File: src/pkg/mpc_pkg.sv
// Purpose: Shared constants and types for the multifunction pin configuration block.
// Assumes: Registers sit on a 32-bit Avalon-MM slave, one aligned word per register.
// Notes: Register indices are kept as printed; the byte address is four times the index.

package mpc_pkg;

   // Register indices and bus geometry.
   localparam int ADDR_W = 10;
   localparam logic [7:0] IDX_OUT_PIN_CFG = 8'h22;
   localparam logic [7:0] IDX_OUT_LEVELS = 8'h29;
   localparam logic [7:0] IDX_BIDIR_MON = 8'h2A;
   localparam logic [7:0] IDX_IN_PINS_CFG = 8'h2B;
   localparam logic [7:0] IDX_IN_MON = 8'h2F;

   // Field positions.
   localparam int OUT_FUNC_LSB = 4;
   localparam int OUT_DRV_LSB = 0;
   localparam int BIDIR_LEVEL_BIT = 7;
   localparam int OUT_LEVEL_BIT = 6;
   localparam int BIDIR_SENSE_BIT = 7;
   localparam int IN_A_FUNC_LSB = 4;
   localparam int IN_B_FUNC_LSB = 0;
   localparam int IN_A_SENSE_BIT = 7;
   localparam int IN_B_SENSE_BIT = 6;

   // Reset values and writable-bit masks.
   localparam logic [7:0] RST_OUT_PIN_CFG = 8'h00;
   localparam logic [7:0] RST_OUT_LEVELS = 8'h00;
   localparam logic [7:0] RST_MON = 8'h00;
   localparam logic [7:0] RST_IN_PINS_CFG = 8'h00;
   localparam logic [7:0] WMASK_OUT_PIN_CFG = 8'hF7;
   localparam logic [7:0] WMASK_OUT_LEVELS = 8'hC0;
   localparam logic [7:0] WMASK_IN_PINS_CFG = 8'h77;

   typedef enum logic [3:0] {
      OUT_FN_OFF = 4'h0,
      OUT_FN_GPO = 4'h1,
      OUT_FN_IRQ = 4'h2,
      OUT_FN_PDM_CLK = 4'h4
   } mpc_out_func_t;

   typedef enum logic [2:0] {
      DRV_HIZ = 3'h0,
      DRV_PUSH_PULL = 3'h1,
      DRV_LOW_ONLY = 3'h3,
      DRV_HIGH_ONLY = 3'h5
   } mpc_drive_t;

   typedef enum logic [2:0] {
      IN_FN_OFF = 3'h0,
      IN_FN_GPI = 3'h1,
      IN_FN_MCLK = 3'h2,
      IN_FN_SERIAL = 3'h3,
      IN_FN_PDM_A = 3'h4,
      IN_FN_PDM_B = 3'h5,
      IN_FN_ADC_PD = 3'h7
   } mpc_in_func_t;

   typedef struct packed {
      logic [ADDR_W-1:0] address;
      logic read;
      logic write;
      logic [31:0] writedata;
      logic [3:0] byteenable;
   } mpc_avm_req_t;

   typedef struct packed {
      logic master_clock;
      logic serial_audio_in;
      logic pdm_data_in_pair_a;
      logic pdm_data_in_pair_b;
      logic adc_power_down;
   } mpc_in_route_t;

endpackage

File: src/design/mpc_sync2.sv
// Purpose: Two flip-flop synchroniser for one pin level.
// Assumes: Single core clock, asynchronous active-low reset.
// Notes: The first stage feeds only the second stage.

`timescale 1ns/100ps

module mpc_sync2 (
   // Clock and reset
   input wire logic core_clk,
   input wire logic resetn,
   // Level in and out
   input wire logic level_in,
   output logic level_out
);

   logic meta_r;

   always_ff @(posedge core_clk or negedge resetn) begin
      if (!resetn) begin
         meta_r <= 1'b0;
         level_out <= 1'b0;
      end else begin
         meta_r <= level_in;
         level_out <= meta_r;
      end
   end

endmodule

File: src/design/mpc_pin_drive.sv
// Purpose: Turns a drive-mode code and a wanted level into pin output and enable.
// Assumes: Enable high means the pin is driven.
// Notes: Reserved drive codes leave the pin undriven.

`timescale 1ns/100ps

module mpc_pin_drive (
   // Configuration
   input wire logic [2:0] drive_sel,
   input wire logic active,
   // Level to present
   input wire logic level,
   // Pin side
   output logic pin_o,
   output logic pin_oe
);

   always_comb begin
      pin_o = 1'b0;
      pin_oe = 1'b0;
      if (active) begin
         case (mpc_pkg::mpc_drive_t'(drive_sel))
            mpc_pkg::DRV_PUSH_PULL: begin
               pin_o = level;
               pin_oe = 1'b1;
            end
            // Open-drain style: only a low is driven, high floats.
            mpc_pkg::DRV_LOW_ONLY: begin
               pin_o = 1'b0;
               pin_oe = ~level;
            end
            // Open-source style: only a high is driven, low floats.
            mpc_pkg::DRV_HIGH_ONLY: begin
               pin_o = 1'b1;
               pin_oe = level;
            end
            default: begin
               pin_o = 1'b0;
               pin_oe = 1'b0;
            end
         endcase
      end
   end

endmodule

File: src/design/mpc_pin_config.sv
// Purpose: Configuration, level and monitor logic for the multifunction pins.
// Assumes: Pin inputs are asynchronous to core_clk and pass through two-flop synchronisers; registers reached over Avalon-MM.
// Notes: The bidirectional pin's own configuration arrives as two input levels.
//
// Chosen here: the Avalon-MM register port.

`timescale 1ns/100ps

module mpc_pin_config (
   // Clock and reset
   input wire logic core_clk,
   input wire logic resetn,
   // Avalon-MM register slave
   input wire mpc_pkg::mpc_avm_req_t avm_req,
   output logic [31:0] avm_readdata,
   output logic avm_waitrequest,
   // Bidirectional pin mode, set by its own configuration elsewhere
   input wire logic bidir_pin_is_output,
   input wire logic bidir_pin_is_input,
   // Internal sources for the output-only pin
   input wire logic device_irq,
   input wire logic pdm_bit_clock_out,
   // Shared analog output pin
   output logic shared_analog_out_pin_o,
   output logic shared_analog_out_pin_oe,
   // Bidirectional pin
   input wire logic bidir_pin_i,
   output logic bidir_pin_o,
   output logic bidir_pin_oe,
   // Input-capable pins
   input wire logic shared_analog_in_pin_i,
   input wire logic bias_supply_pin_i,
   // Input functions routed to the core
   output mpc_pkg::mpc_in_route_t in_route,
   output logic bias_supply_pin_as_input
);

   typedef enum logic {
      BUS_IDLE,
      BUS_DONE
   } mpc_bus_state_t;

   // Register decode: a hit needs an aligned word at a mapped index.
   function automatic logic reg_hit(input logic [mpc_pkg::ADDR_W-1:0] addr);
      logic [7:0] idx;
      idx = addr[mpc_pkg::ADDR_W-1:2];
      reg_hit = (addr[1:0] == 2'h0) &&
         ((idx == mpc_pkg::IDX_OUT_PIN_CFG) || (idx == mpc_pkg::IDX_OUT_LEVELS) ||
          (idx == mpc_pkg::IDX_BIDIR_MON) || (idx == mpc_pkg::IDX_IN_PINS_CFG) ||
          (idx == mpc_pkg::IDX_IN_MON));
   endfunction

   function automatic logic is_reg(input logic [mpc_pkg::ADDR_W-1:0] addr, input logic [7:0] idx);
      is_reg = (addr[1:0] == 2'h0) && (addr[mpc_pkg::ADDR_W-1:2] == idx);
   endfunction

   // Input-pin role match, shared by both input pins.
   function automatic logic in_role(input logic [2:0] sel, input mpc_pkg::mpc_in_func_t role);
      in_role = (sel == role);
   endfunction

   // Storage
   logic [7:0] out_pin_cfg_r;
   logic [7:0] out_levels_r;
   logic [7:0] in_pins_cfg_r;
   logic [7:0] bidir_mon_r;
   logic [7:0] in_mon_r;
   mpc_bus_state_t bus_state_r;
   mpc_bus_state_t bus_state_nxt;

   // Field views
   logic [3:0] out_pin_function_sel;
   logic [2:0] out_pin_drive_sel;
   logic out_pin_level;
   logic bidir_pin_level;
   logic [2:0] in_pin_a_function_sel;
   logic [2:0] in_pin_b_function_sel;

   // Synchronised pin levels: bidir, input A, input B.
   logic [2:0] pin_raw;
   logic [2:0] pin_sync;

   // Output pin path
   logic out_active;
   logic out_source;
   logic out_pin_o_nxt;
   logic out_pin_oe_nxt;

   // Bus handshake
   logic bus_req;
   logic bus_commit;
   logic bus_wr_commit;
   logic [7:0] rd_byte;

   assign out_pin_function_sel = out_pin_cfg_r[mpc_pkg::OUT_FUNC_LSB +: 4];
   assign out_pin_drive_sel = out_pin_cfg_r[mpc_pkg::OUT_DRV_LSB +: 3];
   assign out_pin_level = out_levels_r[mpc_pkg::OUT_LEVEL_BIT];
   assign bidir_pin_level = out_levels_r[mpc_pkg::BIDIR_LEVEL_BIT];
   assign in_pin_a_function_sel = in_pins_cfg_r[mpc_pkg::IN_A_FUNC_LSB +: 3];
   assign in_pin_b_function_sel = in_pins_cfg_r[mpc_pkg::IN_B_FUNC_LSB +: 3];

   // ------------------------------------------------------------------
   // Avalon-MM slave.
   // A request is taken in BUS_IDLE, waitrequest drops in the next cycle,
   // and the write or read completes at the edge that sees it low.
   // ------------------------------------------------------------------
   assign bus_req = avm_req.read | avm_req.write;
   assign avm_waitrequest = bus_req & (bus_state_r != BUS_DONE);
   assign bus_commit = bus_req & (bus_state_r == BUS_DONE);
   assign bus_wr_commit = bus_commit & avm_req.write & avm_req.byteenable[0] & reg_hit(avm_req.address);

   always_comb begin
      bus_state_nxt = bus_state_r;
      case (bus_state_r)
         BUS_IDLE: begin
            if (bus_req) begin
               bus_state_nxt = BUS_DONE;
            end
         end
         BUS_DONE: begin
            bus_state_nxt = BUS_IDLE;
         end
         default: begin
            bus_state_nxt = BUS_IDLE;
         end
      endcase
   end

   always_ff @(posedge core_clk or negedge resetn) begin
      if (!resetn) begin
         bus_state_r <= BUS_IDLE;
      end else begin
         bus_state_r <= bus_state_nxt;
      end
   end

   // Read mux; unmapped or misaligned addresses read as zero.
   always_comb begin
      rd_byte = 8'h00;
      if (is_reg(avm_req.address, mpc_pkg::IDX_OUT_PIN_CFG)) begin
         rd_byte = out_pin_cfg_r;
      end else if (is_reg(avm_req.address, mpc_pkg::IDX_OUT_LEVELS)) begin
         rd_byte = out_levels_r;
      end else if (is_reg(avm_req.address, mpc_pkg::IDX_BIDIR_MON)) begin
         rd_byte = bidir_mon_r;
      end else if (is_reg(avm_req.address, mpc_pkg::IDX_IN_PINS_CFG)) begin
         rd_byte = in_pins_cfg_r;
      end else if (is_reg(avm_req.address, mpc_pkg::IDX_IN_MON)) begin
         rd_byte = in_mon_r;
      end
   end

   // Read data is captured when the request is taken so it stands stable
   // through the cycle in which waitrequest is low.
   always_ff @(posedge core_clk or negedge resetn) begin
      if (!resetn) begin
         avm_readdata <= 32'h0000_0000;
      end else if (bus_req && bus_state_r == BUS_IDLE && avm_req.read) begin
         avm_readdata <= {24'h00_0000, rd_byte};
      end
   end

   // ------------------------------------------------------------------
   // Configuration and level registers.
   // Reserved bits are masked off, so they always read as zero even if
   // software breaks the write-zero convention.
   // ------------------------------------------------------------------
   always_ff @(posedge core_clk or negedge resetn) begin
      if (!resetn) begin
         out_pin_cfg_r <= mpc_pkg::RST_OUT_PIN_CFG;
      end else if (bus_wr_commit && is_reg(avm_req.address, mpc_pkg::IDX_OUT_PIN_CFG)) begin
         out_pin_cfg_r <= avm_req.writedata[7:0] & mpc_pkg::WMASK_OUT_PIN_CFG;
      end
   end

   always_ff @(posedge core_clk or negedge resetn) begin
      if (!resetn) begin
         out_levels_r <= mpc_pkg::RST_OUT_LEVELS;
      end else if (bus_wr_commit && is_reg(avm_req.address, mpc_pkg::IDX_OUT_LEVELS)) begin
         out_levels_r <= avm_req.writedata[7:0] & mpc_pkg::WMASK_OUT_LEVELS;
      end
   end

   always_ff @(posedge core_clk or negedge resetn) begin
      if (!resetn) begin
         in_pins_cfg_r <= mpc_pkg::RST_IN_PINS_CFG;
      end else if (bus_wr_commit && is_reg(avm_req.address, mpc_pkg::IDX_IN_PINS_CFG)) begin
         in_pins_cfg_r <= avm_req.writedata[7:0] & mpc_pkg::WMASK_IN_PINS_CFG;
      end
   end

   // ------------------------------------------------------------------
   // Pin level synchronisers.
   // ------------------------------------------------------------------
   assign pin_raw = {bias_supply_pin_i, shared_analog_in_pin_i, bidir_pin_i};

   genvar gi;
   generate
      for (gi = 0; gi < 3; gi++) begin : g_sync
         mpc_sync2 u_sync (
            .core_clk(core_clk),
            .resetn(resetn),
            .level_in(pin_raw[gi]),
            .level_out(pin_sync[gi])
         );
      end
   endgenerate

   // ------------------------------------------------------------------
   // Monitor registers. A bit follows its pin only while that pin is a
   // general input; otherwise it reads zero so stale levels never show.
   // ------------------------------------------------------------------
   always_ff @(posedge core_clk or negedge resetn) begin
      if (!resetn) begin
         bidir_mon_r <= mpc_pkg::RST_MON;
      end else begin
         bidir_mon_r <= 8'h00;
         bidir_mon_r[mpc_pkg::BIDIR_SENSE_BIT] <= bidir_pin_is_input & pin_sync[0];
      end
   end

   always_ff @(posedge core_clk or negedge resetn) begin
      if (!resetn) begin
         in_mon_r <= mpc_pkg::RST_MON;
      end else begin
         in_mon_r <= 8'h00;
         in_mon_r[mpc_pkg::IN_A_SENSE_BIT] <= in_role(in_pin_a_function_sel, mpc_pkg::IN_FN_GPI) & pin_sync[1];
         in_mon_r[mpc_pkg::IN_B_SENSE_BIT] <= in_role(in_pin_b_function_sel, mpc_pkg::IN_FN_GPI) & pin_sync[2];
      end
   end

   // ------------------------------------------------------------------
   // Input function routing. Either input pin may take any role; if both
   // take the same role their levels are ORed. Routing through the
   // synchroniser limits a master clock to well under half the core rate.
   // ------------------------------------------------------------------
   always_ff @(posedge core_clk or negedge resetn) begin
      if (!resetn) begin
         in_route <= '0;
      end else begin
         in_route.master_clock <= (in_role(in_pin_a_function_sel, mpc_pkg::IN_FN_MCLK) & pin_sync[1]) |
            (in_role(in_pin_b_function_sel, mpc_pkg::IN_FN_MCLK) & pin_sync[2]);
         in_route.serial_audio_in <= (in_role(in_pin_a_function_sel, mpc_pkg::IN_FN_SERIAL) & pin_sync[1]) |
            (in_role(in_pin_b_function_sel, mpc_pkg::IN_FN_SERIAL) & pin_sync[2]);
         in_route.pdm_data_in_pair_a <= (in_role(in_pin_a_function_sel, mpc_pkg::IN_FN_PDM_A) & pin_sync[1]) |
            (in_role(in_pin_b_function_sel, mpc_pkg::IN_FN_PDM_A) & pin_sync[2]);
         in_route.pdm_data_in_pair_b <= (in_role(in_pin_a_function_sel, mpc_pkg::IN_FN_PDM_B) & pin_sync[1]) |
            (in_role(in_pin_b_function_sel, mpc_pkg::IN_FN_PDM_B) & pin_sync[2]);
         // A high level on a pin set to the power-down role halts all ADC channels.
         in_route.adc_power_down <= (in_role(in_pin_a_function_sel, mpc_pkg::IN_FN_ADC_PD) & pin_sync[1]) |
            (in_role(in_pin_b_function_sel, mpc_pkg::IN_FN_ADC_PD) & pin_sync[2]);
      end
   end

   // The bias supply must stand off while its pin serves as an input.
   always_ff @(posedge core_clk or negedge resetn) begin
      if (!resetn) begin
         bias_supply_pin_as_input <= 1'b0;
      end else begin
         bias_supply_pin_as_input <= (in_pin_b_function_sel != mpc_pkg::IN_FN_OFF);
      end
   end

   // ------------------------------------------------------------------
   // Output-only pin. Reserved function codes behave as disabled.
   // ------------------------------------------------------------------
   always_comb begin
      out_active = 1'b0;
      out_source = 1'b0;
      case (mpc_pkg::mpc_out_func_t'(out_pin_function_sel))
         mpc_pkg::OUT_FN_GPO: begin
            out_active = 1'b1;
            out_source = out_pin_level;
         end
         mpc_pkg::OUT_FN_IRQ: begin
            out_active = 1'b1;
            out_source = device_irq;
         end
         mpc_pkg::OUT_FN_PDM_CLK: begin
            out_active = 1'b1;
            out_source = pdm_bit_clock_out;
         end
         default: begin
            out_active = 1'b0;
            out_source = 1'b0;
         end
      endcase
   end

   mpc_pin_drive u_out_drive (
      .drive_sel(out_pin_drive_sel),
      .active(out_active),
      .level(out_source),
      .pin_o(out_pin_o_nxt),
      .pin_oe(out_pin_oe_nxt)
   );

   always_ff @(posedge core_clk or negedge resetn) begin
      if (!resetn) begin
         shared_analog_out_pin_o <= 1'b0;
         shared_analog_out_pin_oe <= 1'b0;
      end else begin
         shared_analog_out_pin_o <= out_pin_o_nxt;
         shared_analog_out_pin_oe <= out_pin_oe_nxt;
      end
   end

   // ------------------------------------------------------------------
   // Bidirectional pin output side.
   // ------------------------------------------------------------------
   always_ff @(posedge core_clk or negedge resetn) begin
      if (!resetn) begin
         bidir_pin_o <= 1'b0;
         bidir_pin_oe <= 1'b0;
      end else begin
         bidir_pin_o <= bidir_pin_is_output & bidir_pin_level;
         bidir_pin_oe <= bidir_pin_is_output;
      end
   end

endmodule

File: config.mk
export PLATFORM = sky130hd
export DESIGN_NAME = mpc_pin_config
export DESIGN_NICKNAME = d
export VERILOG_FILES = /design/src/pkg/mpc_pkg.sv /design/src/design/mpc_sync2.sv /design/src/design/mpc_pin_drive.sv /design/src/design/mpc_pin_config.sv
export SDC_FILE = /design/constraint.sdc
export NUM_CORES = 1
export LEC_CHECK = 0
export BUFFER_PORTS_ARGS = -buffer_cell sky130_fd_sc_hd__buf_2
export CORE_MARGIN = 10
export CORE_UTILIZATION = 48
export DETAILED_ROUTE_END_ITERATION = 8
export PLACE_DENSITY = 0.8
export SLEW_MARGIN = 20
export SYNTH_ARGS = -nofsm -noshare
export SYNTH_HDL_FRONTEND = slang
export SYNTH_HIERARCHICAL = 1
export SYNTH_SLANG_ARGS = --single-unit
File: constraint.sdc
create_clock -name core_clk -period 2.3 [get_ports core_clk]
set_input_delay 0 -clock core_clk [delete_from_list [all_inputs] [get_ports core_clk]]
set_output_delay 0 -clock core_clk [all_outputs]
set_load 0.01 [all_outputs]
==> impl_summary.md <==
Detailed routing
The first-iteration detailed-routing DRC count is 95. After detailed routing, the number of vias per cell comes to 4.929. The number of antenna-violating nets in the routed design is 0. The mean routed wirelength per cell is roughly 15 µm. Before antenna repair, the detailed router went through 4 iterations. After detailed routing, the number of remaining DRC violations is 0. The post-detailed-routing wire length is approximately 4.3 mm.

The number of vias in the routed layout is 1380.

Global routing
The number of antenna violations at the first check in global routing is 0. The via count of the first global-routing pass is 1452. Global routing used 12.32% of the available tracks. The remaining global-route overflow is 0.

The wire length of the first global-routing pass is roughly 7.0 mm. The pin count of the biggest net entering global routing is 43.

Power and ir drop
The ratio of total power to cell area is 556.4 nW/µm². The analysis attributes to cell leakage a power of 1.168 nW. The largest voltage drop on the vdd net is 0.3096 mV.

Timing
In the final timing run, aggregate negative setup slack is 0 ns. The least setup slack across all paths after layout is approximately 0.76 ns. The number of failing setup endpoints in the final timing report is 0.

The worst setup skew after layout is 0.01201 ns. The worst relative slew slack is 38.51%. The shortest clock period the worst path allows after layout is approximately 1.5 ns. The count of final max-slew check failures came to 0. Derived from the worst setup path, the maximum achievable clock frequency is between 600 and 700 MHz.

Setup repair after global routing left no endpoint under its margin. The number of hold violations in the final report is 0. For the pin with the worst max-slew slack, the measured transition is between 0.9 and 1 ns. The post-route clock period utilization is between 60% and 70%.

Finish
Of the cells placed in the final design, the portion with a size suffix greater than 1 is 32.17%. From synthesis to final layout, the design area changed by 20.45%. The non-filler instance count after layout is 280. After the last flow step, the layout net total stands at 287. The number of antenna diodes in the final layout is 0.

Synth
In this run, synthesis inferred 0 flip-flops with an integrated enable. dfrtp_1 takes more of the synthesized area than any other cell. Summing the areas of all compound-gate instances in the mapped netlist gives 8.846% of the synthesized area.

The top cell type's share of synthesized area is 53.85%. The mux share of post-synthesis cell area is a little under a tenth. The synthesized netlist devotes 0% of its cell area to adder and majority cells.

The dominant combinational cell family by area after synthesis is simple AND/OR/NAND/NOR gates. Sequential elements use 53.85% of the synthesized area. The cell count after synthesis came out at ~170.

Sorting the synthesized cells by area gives the leading types as dfrtp_1 (54%), buf_4 (9.6%), mux2_2 (8.7%). The xor/xnor share of the synthesized area is less than 1%. The synthesized area per cell is 11.69 µm². The warning count from the yosys run is 6. After synthesis, the netlist uses 36 different library cells. The proportion of register bits with asynchronous set or reset after synthesis is 100.0%.

The basic-gate share of the synthesized area counting and, or, nand and nor cells is 17.05%. In this run the cell area of the synthesized design comes to 1952 µm². The most common flop cell mapped by yosys is dfrtp_1. In this run, synthesis produced a sequential element count of 42.

CTS
The source-to-sink clock delay at the later pin of the worst-skew pair is approximately 0.29 ns. The number of clock sinks seen by CTS is 42. The maximum count of clock buffers along a single path is 2.

The root cell of the clock tree is clkbuf_8. The total clock buffers created by CTS is 5. In this run, post-CTS repair resized a total of 0 instances. The clock-pin slew on the worst setup and hold paths is 0.08 ns. The CTS H-tree depth is 2.

TritonCTS built the clock tree.

Floorplanning
For this configuration, the core starts out at a cell density of 49.15%. In this run the count of I/O pins placed on the die edge is 100. The total number of placement rows is 23.

The die footprint is 7017 µm². The core region is 3971 µm². The die is 83.77 µm wide.

The die is roughly 84 µm tall.

Run status
The run finished with clean final reports.

Worst hold path
The class of the worst hold path is input port to flip-flop.

Placement
Before CTS, the worst setup slack after placement is 0.7094 ns. The count of buffers added on input and output ports is 46. At the end of routability-driven placement, the weighted congestion stood at 0.8570. After detailed placement, the design holds a cell count of 259.

The detailed-placement wirelength estimate is 3.256 mm.

Job
The max-cap check violation count is 0.

Setup path
The nature of the critical path endpoint is a flip-flop. The type of element launching the critical path is a flip-flop. Data on the critical path is required at its endpoint by between 2 and 3 ns.

The signal arrival time at the worst endpoint is 1.76 ns. The type of the setup path with the least slack is flip-flop to flip-flop. In this run the worst path has a maximum fanout of 8.
layer usage:
metal | track usage (%) | up-vias | wire length, µm
met5 | 0 | - | 0
met4 | 5.632 | 0 | 99
met3 | 5.273 | 8 | 330
met2 | 20.77 | 48 | 2095
met1 | 12.96 | 655 | 1731
li1 | - | 669 | -
state kept, by name, summed over array words and instances (netlist names):
name / flops
avm_readdata: 7
bias_supply_pin_as_input: 1
bidir_mon_r: 1
bidir_pin_o: 1
bidir_pin_oe: 1
bus_state_r: 1
g_sync.u_sync/level_out: 3
g_sync.u_sync/meta_r: 3
in_mon_r: 2
in_pins_cfg_r: 6
in_route: 5
out_levels_r: 2
out_pin_cfg_r: 7
shared_analog_out_pin_o: 1
shared_analog_out_pin_oe: 1
stage by stage:
step	util, %	instance area (µm²)	hold slack (ns)	total power (W)
CTS	59.20	2351	0.002176	0.001320
finish	59.20	2351	0.01083	0.001308
floorplan	-	2042	-0.2956	0.0008451
global route	59.20	2351	0.02284	0.001365
global placement	53.75	2135	0.1094	0.0008626
detailed placement	53.75	2135	0.1106	0.0008662
cell families after synthesis:
kind of cell / after synthesis
xor gates and xnor gates: 1
buffers and inverters: 29
AOI/OAI and AO/OA: 26
muxes: 16
DFF: 42
and+or+nand+nor: 52
other: 1
worst max-delay path: stages, from the launching register on:
cell and delay (ns):
dfrtp_1 0.41, nand2b_1 0.28, or4_4 0.51, a2bb2oi_1 0.17, o21ai_0 0.09
power breakdown:
part	internal (W)	total [W]	leakage, nW	switching [W]
Sequential	0.000749	0.000755	0.568	0.00000594
Clock	0.000209	0.000437	0.0383	0.000228
Combinational	0.0000451	0.000116	0.562	0.0000712
cell usage after synthesis (3+ instances only):
| cell | n |
|---|---|
| nand2b_1 | 5 |
| nand3_1 | 3 |
| nor2_1 | 9 |
| nand2_1 | 15 |
| a22oi_1 | 5 |
| mux2_2 | 15 |
| nand3b_1 | 4 |
| dfrtp_1 | 42 |
| buf_4 | 25 |
| a21oi_1 | 3 |
| o22ai_1 | 3 |
| o21ai_0 | 8 |
final timing paths:
path,from,to,slack [ns],cells past startpoint
max,bus_state_r,avm_readdata[7],0.76,4
min,avm_req[37],bus_state_r,0.01,3
max reg2reg,bus_state_r,avm_readdata[7],0.76,4
min reg2reg,g_sync[1].u_sync/meta_r,g_sync[1].u_sync/level_out,0.35,0
max in group asynchronous,resetn,shared_analog_out_pin_oe,1.34,2
min in group asynchronous,resetn,bidir_pin_oe,0.38,2
placed cells by master (no fill, tap or decap), types with 3 or more instances in the layout:
| master | netlist | final |
|---|---|---|
| buf_2 | 1 | 46 |
| nand2b_1 | 5 | 5 |
| dfrtp_1 | 42 | 42 |
| mux2_2 | 15 | 15 |
| nand3b_1 | 4 | 4 |
| clkbuf_8 | 0 | 5 |
| nand3_1 | 3 | 3 |
| a21oi_1 | 3 | 3 |
| conb_1 | 1 | 25 |
| dlygate4sd3_1 | 0 | 14 |
| nor2_1 | 9 | 9 |
| a22oi_1 | 5 | 5 |
| o21ai_0 | 8 | 8 |
| o22ai_1 | 3 | 3 |
| nand2_1 | 15 | 15 |
final cells by class:
type | count | area [µm²]
fill | 377 | 1620
timing repair buffer | 60 | 370.4
tap | 50 | 62.56
sequential | 42 | 1051
clock buffer | 7 | 76.32
inverter | 1 | 3.754
multi-input combinational | 120 | 787.0
timing repair:
action | in CTS | in global routing
endpoints found under the hold margin | 64 | 0
setup buffers | 0 | 0
hold buffers | 14 | 0
(Power assumes the default switching activity.)
